===== src/rtl/amel_regs.svh =====
// register offsets, field positions and reset values of the alert control block
`ifndef AMEL_REGS_SVH
`define AMEL_REGS_SVH

`define AMEL_OFS_CONFIG      8'h00
`define AMEL_OFS_MASK_EN     8'h06
`define AMEL_OFS_ALERT_LIMIT 8'h07

`define AMEL_BIT_SOL  15
`define AMEL_BIT_SUL  14
`define AMEL_BIT_BOL  13
`define AMEL_BIT_BUL  12
`define AMEL_BIT_POL  11
`define AMEL_BIT_CRA  10
`define AMEL_BIT_LAF  4
`define AMEL_BIT_CRF  3
`define AMEL_BIT_OVF  2
`define AMEL_BIT_APOL 1
`define AMEL_BIT_LEN  0

`define AMEL_FUNC_TOP 15
`define AMEL_FUNC_BOT 11
`define AMEL_NUM_FUNC 5

`define AMEL_MASK_EN_RST  16'h0000
`define AMEL_LIMIT_RST    16'h0000
`define AMEL_MASK_EN_WMSK 16'hfc03

`endif


===== src/rtl/amel_pkg.sv =====
// types shared by the alert control block
package amel_pkg;

  // host register access, as handed over by the serial bus engine
  typedef struct packed {
    logic        wr;
    logic        rd;
    logic [7:0]  addr;
    logic [15:0] wdata;
    logic        pd_only;
  } amel_req_s;

  // one finished conversion with all its results
  typedef struct packed {
    logic        done;
    logic [15:0] sense;
    logic [15:0] bus;
    logic [15:0] power;
    logic        ovf;
  } amel_conv_s;

  // read answer towards the serial bus engine
  typedef struct packed {
    logic        valid;
    logic        hit;
    logic [15:0] data;
  } amel_rsp_s;

  typedef logic [4:0] amel_func_t;

endpackage


===== src/rtl/amel_alert.sv =====
// mask/enable register, limit compare and alert pin drive
`include "amel_regs.svh"

// Overview of operation
// highest enabled limit function among 15..11 wins
// sense above limit raises alert
// sense below limit raises alert
// bus voltage above limit raises alert
// bus voltage below limit raises alert
// power above limit raises alert
// conversion-ready enable alerts on ready flag
// limit flag marks limit-caused alert
// latch mode: limit flag clears on read
// transparent: flag clears after clean conversion
// ready flag sets after full conversion done
// config write clears ready, except power-down
// mask/enable read clears ready flag
// overflow flag shows arithmetic overflow
// polarity bit: one high, zero low
// latch bit: one latch, zero transparent
// transparent alert idles once fault gone
// latch alert holds until mask read
// compare against separate host-written limit
// alert is limit or ready, then polarity
// bits nine to five read zero
module amel_alert
  import amel_pkg::*;
(
  // clock and reset
  input  wire logic       clk_i,
  input  wire logic       resetn_i,
  // register access from the serial bus engine
  input  wire amel_req_s  req_i,
  output amel_rsp_s       rsp_o,
  // results of the conversion datapath
  input  wire amel_conv_s conv_i,
  // open-drain alert pin
  output logic            alert_out_o,
  output logic            alert_oe_o
);

  // stored mask/enable fields and alert limit
  logic [5:0]  en_q;
  logic [5:0]  en_d;
  logic        laf_q;
  logic        laf_d;
  logic        crf_q;
  logic        crf_d;
  logic        ovf_q;
  logic        ovf_d;
  logic        apol_q;
  logic        apol_d;
  logic        len_q;
  logic        len_d;
  logic [15:0] limit_q;
  logic [15:0] limit_d;

  // answer and pin registers
  amel_rsp_s   rsp_q;
  amel_rsp_s   rsp_d;
  logic        alert_oe_q;
  logic        alert_oe_d;
  logic        alert_out_q;
  logic        alert_out_d;

  // decode and compare terms
  logic        wr_mask;
  logic        rd_mask;
  logic        wr_limit;
  logic        rd_limit;
  logic        wr_cfg;
  logic [15:0] mask_rd_val;
  amel_func_t  func_en;
  amel_func_t  func_hit;
  logic        limit_hit;
  logic        limit_alert;
  logic        ready_alert;
  logic        alert_act;

  // one-hot pick, driven slice by slice
  wire amel_func_t func_sel;

  // reset images of the stored registers
  localparam logic [15:0] MaskEnRst = `AMEL_MASK_EN_RST;
  localparam logic [15:0] LimitRst  = `AMEL_LIMIT_RST;

  // address decoding
  always_comb begin
    wr_mask  = 1'b0;
    rd_mask  = 1'b0;
    wr_limit = 1'b0;
    rd_limit = 1'b0;
    wr_cfg   = 1'b0;
    if (req_i.addr == `AMEL_OFS_MASK_EN) begin
      wr_mask = req_i.wr;
      rd_mask = req_i.rd;
    end else if (req_i.addr == `AMEL_OFS_ALERT_LIMIT) begin
      wr_limit = req_i.wr;
      rd_limit = req_i.rd;
    end else if (req_i.addr == `AMEL_OFS_CONFIG) begin
      wr_cfg = req_i.wr;
    end
  end

  // read view of mask/enable; unused middle bits are zero
  always_comb begin
    mask_rd_val                  = 16'h0000;
    mask_rd_val[15:10]           = en_q;
    mask_rd_val[`AMEL_BIT_LAF]   = laf_q;
    mask_rd_val[`AMEL_BIT_CRF]   = crf_q;
    mask_rd_val[`AMEL_BIT_OVF]   = ovf_q;
    mask_rd_val[`AMEL_BIT_APOL]  = apol_q;
    mask_rd_val[`AMEL_BIT_LEN]   = len_q;
  end

  // enables of the five limit functions, msb is bit 15
  assign func_en = en_q[5:1];

  // raw compare of every limit function against the limit register
  always_comb begin
    func_hit    = 5'h00;
    // sense result is two's complement, so the compare is signed
    func_hit[4] = $signed(conv_i.sense) > $signed(limit_q);
    func_hit[3] = $signed(conv_i.sense) < $signed(limit_q);
    func_hit[2] = conv_i.bus > limit_q;
    func_hit[1] = conv_i.bus < limit_q;
    func_hit[0] = conv_i.power > limit_q;
  end

  // one-hot pick of the highest enabled function, one slice per bit
  for (genvar g = 0; g < `AMEL_NUM_FUNC; g++) begin : g_pick
    if (g == `AMEL_NUM_FUNC - 1) begin : g_top
      assign func_sel[g] = func_en[g];
    end else begin : g_low
      // any enable above this slice masks it out
      assign func_sel[g] = func_en[g] & ~(|func_en[`AMEL_NUM_FUNC - 1:g + 1]);
    end
  end

  // lower-priority enables are ignored, not or-ed in
  assign limit_hit = |(func_sel & func_hit);

  // configuration fields: host writes touch only the writable bits
  always_comb begin
    en_d   = en_q;
    apol_d = apol_q;
    len_d  = len_q;
    if (wr_mask) begin
      en_d   = req_i.wdata[15:10];
      apol_d = req_i.wdata[`AMEL_BIT_APOL];
      len_d  = req_i.wdata[`AMEL_BIT_LEN];
    end
  end

  // alert limit
  always_comb begin
    limit_d = limit_q;
    if (wr_limit) begin
      limit_d = req_i.wdata;
    end
  end

  // limit flag: clear first, so that a conversion in the same cycle wins
  always_comb begin
    laf_d = laf_q;
    // transparent mode: reads never clear the flag
    if (rd_mask && len_q) begin
      laf_d = 1'b0;
    end
    if (conv_i.done) begin
      if (limit_hit) begin
        laf_d = 1'b1;
      end else if (!len_q) begin
        laf_d = 1'b0;
      end
    end
  end

  // ready flag: set on done beats any clear in the same cycle
  always_comb begin
    crf_d = crf_q;
    if (rd_mask) begin
      crf_d = 1'b0;
    end
    if (wr_cfg && !req_i.pd_only) begin
      crf_d = 1'b0;
    end
    // done is raised only after averaging and multiplies finish
    if (conv_i.done) begin
      crf_d = 1'b1;
    end
  end

  // overflow flag follows each conversion, reads leave it alone
  always_comb begin
    ovf_d = ovf_q;
    if (conv_i.done) begin
      ovf_d = conv_i.ovf;
    end
  end

  // alert source and pin drive
  always_comb begin
    limit_alert = laf_d;
    // ready alert leaves with the ready flag, so reads release it
    ready_alert = en_d[0] & crf_d;
    alert_act   = limit_alert | ready_alert;
    // open-drain data never rises; only the enable moves the line
    alert_out_d = 1'b0;
    // open drain pulls low when the line is to show low
    if (apol_d) begin
      alert_oe_d = ~alert_act;
    end else begin
      alert_oe_d = alert_act;
    end
  end

  // read answer, one cycle after the read strobe
  always_comb begin
    rsp_d       = '0;
    rsp_d.valid = req_i.rd;
    if (rd_mask) begin
      // value before the read side effects
      rsp_d.hit  = 1'b1;
      rsp_d.data = mask_rd_val;
    end else if (rd_limit) begin
      rsp_d.hit  = 1'b1;
      rsp_d.data = limit_q;
    end
  end

  // configuration field registers
  always_ff @(posedge clk_i) begin
    if (!resetn_i) begin
      en_q   <= MaskEnRst[15:10];
      apol_q <= MaskEnRst[`AMEL_BIT_APOL];
      len_q  <= MaskEnRst[`AMEL_BIT_LEN];
    end else begin
      en_q   <= en_d;
      apol_q <= apol_d;
      len_q  <= len_d;
    end
  end

  // alert limit register
  always_ff @(posedge clk_i) begin
    if (!resetn_i) begin
      limit_q <= LimitRst;
    end else begin
      limit_q <= limit_d;
    end
  end

  // limit flag register
  always_ff @(posedge clk_i) begin
    if (!resetn_i) begin
      laf_q <= MaskEnRst[`AMEL_BIT_LAF];
    end else begin
      laf_q <= laf_d;
    end
  end

  // ready flag register
  always_ff @(posedge clk_i) begin
    if (!resetn_i) begin
      crf_q <= MaskEnRst[`AMEL_BIT_CRF];
    end else begin
      crf_q <= crf_d;
    end
  end

  // overflow flag register
  always_ff @(posedge clk_i) begin
    if (!resetn_i) begin
      ovf_q <= MaskEnRst[`AMEL_BIT_OVF];
    end else begin
      ovf_q <= ovf_d;
    end
  end

  // read answer register
  always_ff @(posedge clk_i) begin
    if (!resetn_i) begin
      rsp_q <= '0;
    end else begin
      rsp_q <= rsp_d;
    end
  end

  // pin registers; released during reset, so the line idles high
  always_ff @(posedge clk_i) begin
    if (!resetn_i) begin
      alert_oe_q  <= 1'b0;
      alert_out_q <= 1'b0;
    end else begin
      alert_oe_q  <= alert_oe_d;
      alert_out_q <= alert_out_d;
    end
  end

  assign rsp_o       = rsp_q;
  assign alert_oe_o  = alert_oe_q;
  assign alert_out_o = alert_out_q;

endmodule


===== config.mk =====
export PLATFORM = sky130hd
export DESIGN_NAME = amel_alert
export DESIGN_NICKNAME = d
export VERILOG_FILES = /design/src/rtl/amel_pkg.sv /design/src/rtl/amel_alert.sv
export VERILOG_INCLUDE_DIRS = /design/src /design/src/rtl
export SDC_FILE = /design/constraint.sdc
export NUM_CORES = 1
export LEC_CHECK = 0
export BUFFER_PORTS_ARGS = -buffer_cell sky130_fd_sc_hd__buf_2
export CAP_MARGIN = 20
export CORE_MARGIN = 4
export CORE_UTILIZATION = 50
export DETAILED_ROUTE_END_ITERATION = 8
export PLACE_DENSITY = 0.76
export SLEW_MARGIN = 40
export SYNTH_ARGS = -nofsm -noshare
export SYNTH_HDL_FRONTEND = slang
export SYNTH_SLANG_ARGS = --single-unit

===== constraint.sdc =====
create_clock -name clk_i -period 4.1 [get_ports clk_i]
set_clock_uncertainty 0.2 [all_clocks]
set_input_delay 0.82 -clock clk_i [delete_from_list [all_inputs] [get_ports clk_i]]
set_output_delay 0.82 -clock clk_i [all_outputs]
set_load 0.1 [all_outputs]

==> results of run 1 <==
==> tightest hold or removal path, cell delays in order (launching register included) <==
cell and delay (ns):
dfxtp_1 0.32, nand2_1 0.05, a21boi_0 0.06
==> cell usage in the layout (no fill, tap or decap), drive strengths merged, types with 6 or more instances in the layout <==
cell type and instances:
a22o 11, nand2 51, nor3 8, buf 97, clkbuf 6, a21oi 20, a21boi 23, nand4 9
inv 20, ha 48, nor2b 7, nand3 11, dfxtp 46
==> power by group <==
group	switching (mW)	internal [mW]	leakage (nW)
clock	0.154	0.182	0.0514
sequential	0.00121	0.448	0.371
combinational	0.0640	0.0616	1.11
==> routing by layer <==
metal	vias to the layer above	global-route usage (%)	routed length (um)
li1	1354	-	-
met1	1205	26.8	3320
met2	90	36.2	3500
met3	6	3.65	462
met4	0	5.85	71
met5	-	0	0
==> area by class of cell <==
type / instances / area [um^2]
well taps: 72 / 90.1
flip-flops and latches: 46 / 921
clock inverters: 2 / 37.5
fillers: 495 / 2020
repair buffers: 97 / 485
clock buffers: 6 / 72.6
inverters: 20 / 75.1
multi-input cells: 246 / 1810
==> state kept, by name, indices dropped and copies added (netlist names) <==
signal / count
rsp_o: 18
limit_q: 16
en_q: 6
alert_oe_o: 1
apol_q: 1
crf_q: 1
laf_q: 1
len_q: 1
ovf_q: 1
==> worst min-delay path by stage <==
stage	startpoint	end	slack (ns)	cells past startpoint
2_1_floorplan	limit_q[6]	limit_q[6]	0.24	2
3_3_place_gp	limit_q[7]	limit_q[7]	0.25	2
5_1_grt	limit_q[6]	limit_q[6]	0.28	2
6_report	limit_q[6]	limit_q[6]	0.27	2
4_1_cts	limit_q[6]	limit_q[6]	0.27	2
3_5_place_dp	limit_q[6]	limit_q[6]	0.26	2
==> cells by family after synthesis <==
group | share of synthesized area (%)
simple gates | 20.6
compound gates | 18.9
fa+ha+maj | 21.1
flops | 32.3
buf+inv | 4.26
mux | 2.68
other cells | 0.132
==> through the flow <==
step	cell area [um^2]	util, %	total power [mW]	instances
CTS	3490	63.3	0.913	489
finish	3490	63.3	0.911	489
detailed placement	3380	61.3	0.585	481
global placement	3380	61.3	0.581	481
floorplan	2850	-	0.529	323
global route	3490	63.3	0.950	489
==> results list, run 1 <==
- The run finished with clean final reports.
- The number of antenna violations at the first check in global routing was 0.
- PD cells: 261 mW/mm^2
* Pin count of the biggest net entering global routing: 30
* TritonCTS clock tree: done
* Post-synthesis async set-or-reset flop share: 0%
* Gpl congestion: 0.818
* Slew at the pin closest to its max-slew limit: 0.807 ns
- Cell taking the most area after synthesis: dfxtp_1
* Maximum fanout along the worst path: 2
* WP depth: 10
* Overall die width: 83.5 um
- Number of setup violations in the final report: 0
- Total wirelength of the detailed-routed design: 7.36 mm
- Setup slack at placement: 0.566 ns
- The slowest stage of the critical path is the o41ai_2 cell.
- The area growth from synthesis to layout is 22.4%.
- The critical path in this run is classified as primary input to flip-flop.
- The worst setup path is launched from a primary input.
- I/O pin cnt: 99
- Setup fix buffers added after clock tree synthesis: 0
- Unrepaired setup endpoints after global routing: false
- Worst path buffer plus inverter count: 1
- Final worst-path cycle share: 78.1%
* Via count of the first global-routing pass: 2645
- The number of nets handed over by synthesis was 450.
* Worst path most repeated cell: o211ai_1
* Shortest clock period the worst path allows after layout: about 3.2 ns
- Detailed-router iteration count before antenna repair: 4
* # port buffers: 97
* Worst setup EP type: flip-flop
- Across all layers, the routed design uses 2655 vias.
- Nets: between 500 and 600
* Crit path from: conv_i[34]
- By count the netlist is led by nand2_1, ha_1, dfxtp_1.
- End point of the critical path: alert_oe_o
* Count of warnings emitted by yosys: 0
* Critical Path RT: 4.10 ns
* Sequential element share of the synthesized area: ~32%
- After floorplanning, the core was sized to cover 0.00551 mm^2.
- Counting flops and latches in the post-synthesis netlist gives 46.
- For this configuration, the core starts out at a cell density of 51.7%.
- After synthesis, the cell types taking the most area are dfxtp_1, ha_1, nand2_1.
- Yosys mapped the design onto 41 distinct sky130hd cell types.
- Floorplan row count: 27
- The largest single stage delay on the critical path is 0.42 ns.
- In this run the critical register-to-register path is captured at alert_oe_o.
- Counting along the longest clock path gives a buffer depth of 2.
- The number of cells on the worst reg-to-reg path is 10.
* Largest vdd supply drop: 0.319 mV
* Highest clock frequency the design can meet: between 0.3 and 0.4 GHz
* Path category of the worst min-delay check: flip-flop to flip-flop
* Netlist area before placement: 0.00285 mm^2
- GRT overflow: 0
- Cell-by-cell trace of the critical path: buf_2 > ha_1 > nor2b_2 > o211ai_1 > a2111oi_2 > nor3b_1 > mux2_4 > o41ai_2 > o211ai_1 > mux2_1
* Portion of synthesized cell area occupied by the leading cell type: 32.3%
* Number of gates resized after cts: 0
- EDFF count, synth: 0
* Initial drt markers: 105
- The post-route netlist has between 20% and 30% of its cells at a drive strength greater than 1.
- The final number of hold-violating endpoints came to 0.
* Area of the die: 0.00697 mm^2
- Measured against its own limit, the worst slew margin works out to 46.0%.
- Clock tree root buffer cell: clkbuf_8
* ANT nets after route: 0
* Height of the die: 83.5 um
- Setup slack on the worst reg-to-reg path comes out at 1.05 ns.
* FF-to-FF Start: limit_q[15]
- Fin Setup TNS: 0 ns
* Number of vias per cell after detailed routing: 5.43
* Cell family with most CP delay: compound AO/OA/AOI/OAI gates
- Clock insertion delay at the later pin of the skew report: 0.30 ns
- Min Hold Slack: 0.269 ns
* # Max-Cap Violations: 0
* Post-synthesis area per instance: roughly 9 um^2
- In this run the static leakage power is ~1.5 nW.
- Counting every sink on the clock net gives 46.
- In this run, post-CTS hold repair placed 0 buffers.
- The most used flip-flop cell after synthesis is dfxtp_1.
- HPWL reported at the end of detailed placement: 5.88 mm
* Maximum level of the CTS H-tree: 2
- In the routed design, unresolved DRC markers number 0.
- The number of clock buffers added by TritonCTS is 5.
* Clock slew at reported path FFs: about 0.09 ns
- Worst path setup slack after routing: 0.897 ns
- For this run, the total global-route usage over all layers was measured as 20.9%.
- Synthesis produced around 320 cells.
- STA puts the critical path data arrival time at 3.20 ns.
- Antenna Diode Count: 0
- The first global-routing pass estimated between 10 and 15 mm of wire.
* Cell with the most instances after synthesis: nand2_1
* Detailed-route wire length per cell: 15.0 um
- Count of pins over their slew limit: 0
Power figures use the tool's default switching activity.
==> run 2: changes to the inputs <==
--- a/config.mk
+++ b/config.mk
@@ -9,9 +9,9 @@
 export BUFFER_PORTS_ARGS = -buffer_cell sky130_fd_sc_hd__buf_2
 export CAP_MARGIN = 20
 export CORE_MARGIN = 4
-export CORE_UTILIZATION = 50
+export CORE_UTILIZATION = 46
 export DETAILED_ROUTE_END_ITERATION = 8
-export PLACE_DENSITY = 0.76
+export PLACE_DENSITY = 0.73
 export SLEW_MARGIN = 40
 export SYNTH_ARGS = -nofsm -noshare
 export SYNTH_HDL_FRONTEND = slang
==> constraint.sdc (replaced) <==
create_clock -name clk_i -period 2.8 [get_ports clk_i]
set_clock_uncertainty 0.2 [all_clocks]
set_input_delay 0.56 -clock clk_i [delete_from_list [all_inputs] [get_ports clk_i]]
set_output_delay 0.56 -clock clk_i [all_outputs]
set_load 0.1 [all_outputs]
==> run 2 against run 1 <==
  * The run now ends with negative setup slack left
  * Non-clock buffer count is 25 higher
  * Final cell count increased by 5.7%
  * Critical path depth unchanged
  * Utilization up 0.20 points
  * Design area is 8.5% higher
  * Routed wire length rose by 5.7%
  * Flip-flop and latch count is the same
  * Combinational power rose by 61%
  * Register-to-register slack got worse by 1.2 ns
  * Power grew 40%
  * Critical endpoint unchanged
==> results list, run 2 (synthesis results as in run 1) <==
* Clock tree root buffer cell: clkbuf_8 (unchanged)
- The layout overhead on the synthesized area was 32.9% (was 22.4%).
- Min Hold Slack: 0.264 ns (was 0.269 ns)
- Shortest clock period the worst path allows after layout: 2.94 ns
- The category of the worst setup path launch point was a flip-flop (was primary input).
- The data required time of the critical path is 2.79 ns (was 4.10 ns).
* Routed via count: 2748 (was 2655)
- The detailed-routing iteration count for the pre-antenna-repair pass came to 4 (unchanged).
* Hold path depth: 2 (unchanged)
- Most used cells in the layout excluding fill and tap cells: buf_2, nand2_1, ha_1 (unchanged)
* # port buffers: 97 (unchanged)
- Initial drt markers: 66 (was 105)
* I/O pin cnt: 99 (unchanged)
- Height of the die: 86.7 um (was 83.5 um)
* Final non-filler cell area: 0.00378 mm^2 (was 0.00349 mm^2)
* Worst setup EP type: flip-flop (unchanged)
- Pin count of the biggest net entering global routing: 30 (unchanged)
* Starting density of the core: 47.8% (was 51.7%)
- ANT nets after route: 0 (unchanged)
- Worst path setup slack after routing: -0.139 ns (was 0.897 ns)
- HPWL reported at the end of detailed placement: 6.18 mm (was 5.88 mm)
* Gpl congestion: 0.851 (was 0.818)
- The final number of hold-violating endpoints is 0 (unchanged).
- The number of design rule violations left after detail routing is 0 (unchanged).
- Remaining max-slew budget at the tightest pin: 53.2% (was 46.0%)
* Clock net sink count: 46 (unchanged)
- Count of pins over their slew limit: 0 (unchanged)
* Area of the die: 0.00752 mm^2 (was 0.00697 mm^2)
* Overall die width: 86.7 um (was 83.5 um)
- Ratio of cells with drive above 1 in the final layout: 35.5% (was 26.4%)
* Violations in the final reports: negative setup slack
- Core region area: 0.00596 mm^2 (was 0.00551 mm^2)
- Clock slew at reported path FFs: 0.08 ns (was 0.09 ns)
- The number of antenna repair diodes is 0 (unchanged).
- The arrival time of the worst setup path is 2.92 ns (was 3.20 ns).
- The count of H-tree levels built during CTS came to 2 (unchanged).
- The wire length of the first global-routing pass came to 12.3 mm (was 12.0 mm).
- Number of setup violations in the final report: 1 (was 0)
- Total wirelength of the detailed-routed design: 7.77 mm (was 7.36 mm)
* Commonest non-fill, non-tap cell in the layout: buf_2 (unchanged)
- Max reg flops: 18 (unchanged)
- Static Leakage: 1.68 nW (was 1.53 nW)
- All-layer global routing usage: 20.8% (was 20.9%)
- Clk buf depth: 2 (unchanged)
- The total of max-cap violations is 0 (unchanged).
- The clock buffer count from CTS is 5 (unchanged).
- The total congestion overflow came to 0 (unchanged).
- The clock tree from TritonCTS is done (unchanged).
- The cts-stage hold buffer count was 0 (unchanged).
- Antenna violations before repair: 0 (unchanged)
- The number of standard-cell rows in the floorplan came to 28 (was 27).
* PD cells: 336 mW/mm^2 (was 261 mW/mm^2)
* Nets: 568 (was 543)
* Cell area reported after detailed placement: 0.00355 mm^2 (was 0.00338 mm^2)
* Detailed-route wire length per cell: 15.0 um (about the same)
* Number of vias per cell after detailed routing: 5.32 (was 5.43)
* Status: complete, but fails checks (was finished, final reports clean)
- Slew at the pin closest to its max-slew limit: 0.700 ns (was 0.807 ns)
* Highest clock frequency the design can meet: 0.340 GHz
* Clock insertion delay at the later pin of the skew report: 0.30 ns (about the same)
- After layout, the worst path uses 105% of the clock period.
* Via count of the first global-routing pass: 2706 (was 2645)
- The post-placement setup slack came to -0.405 ns (was 0.566 ns).
- Class of the most critical setup path: flip-flop to flip-flop (was primary input to flip-flop)
- Maximum fanout along the worst path: 3 (was 2)
- The maximum vdd drop is 0.240 mV (was 0.319 mV).
- Reg2Reg Depth: 10 (unchanged)
- Unrepaired setup endpoints after global routing: true (was false)
- Path category of the worst min-delay check: flip-flop to flip-flop (unchanged)
-- run 2: changes by cell type in the layout (fill, tap and decap cells not counted), moves of 5 or more --
cell     before  now
buf_4         0   25
dfxtp_1      46   41
dfxtp_2       0    5
inv_1        20   13
inv_2         0    7
-- run 2: worst paths after layout --
| path | from | to | slack, ns |
|---|---|---|---|
| max | limit_q[10] | alert_oe_o | -0.14 |
| min | limit_q[7] | limit_q[7] | 0.26 |
| max reg2reg | limit_q[10] | alert_oe_o | -0.14 |
| min reg2reg | limit_q[7] | limit_q[7] | 0.26 |
-- run 2: worst max-delay path, cell delays in order (launching register included) --
cell and delay (ns):
dfxtp_2 0.34, inv_2 0.06, ha_1 0.30, nand4_1 0.25
a2111oi_4 0.39, buf_4 0.17, nor4b_2 0.04, mux2i_1 0.16
o41ai_4 0.42, o211ai_1 0.16, mux2_1 0.34
-- run 2: what timing repair did --
item,CTS,global route
pin swaps,8,5
resized for setup,11,15
cloned,0,0
endpoints found under the hold margin,0,0
endpoints found under the setup margin,1,2
setup buffers,2,1
-- run 2: cell type report --
cell class,instances,area (um^2)
clock inverter,1,5.00
sequential,46,927
inverter,20,75.1
tap,75,93.8
multi-input combinational,246,1920
clock buffer,7,86.3
timing repair buffer,122,673
fill,555,2170
-- run 2: through the flow --
| stage | cells | power (mW) | setup TNS (ns) | util, % |
|---|---|---|---|---|
| after floorplan | 323 | 0.774 | -0.0184 | - |
| after global placement | 506 | 0.856 | -0.290 | 59.6 |
| after detailed placement | 506 | 0.862 | -0.463 | 59.6 |
| after CTS | 516 | 1.28 | -0.166 | 62.6 |
| after global routing | 517 | 1.34 | -0.247 | 63.6 |
| final | 517 | 1.27 | -0.139 | 63.6 |
-- run 2: power breakdown --
part | switching, mW | total, mW | leakage, nW | internal (mW)
clock network | 0.213 | 0.412 | 0.0482 | 0.199
logic | 0.102 | 0.203 | 1.26 | 0.101
registers | 0.00158 | 0.658 | 0.374 | 0.656
total | 0.316 | 1.27 | 1.68 | 0.956
-- run 2: per-layer routing --
layer	part of all wire [%]	global-route usage [%]	wire length [um]
met2	48	36.1	3760
met4	2.0	6.80	153
met3	6.9	3.90	537
met5	0	0	0
met1	43	25.8	3320
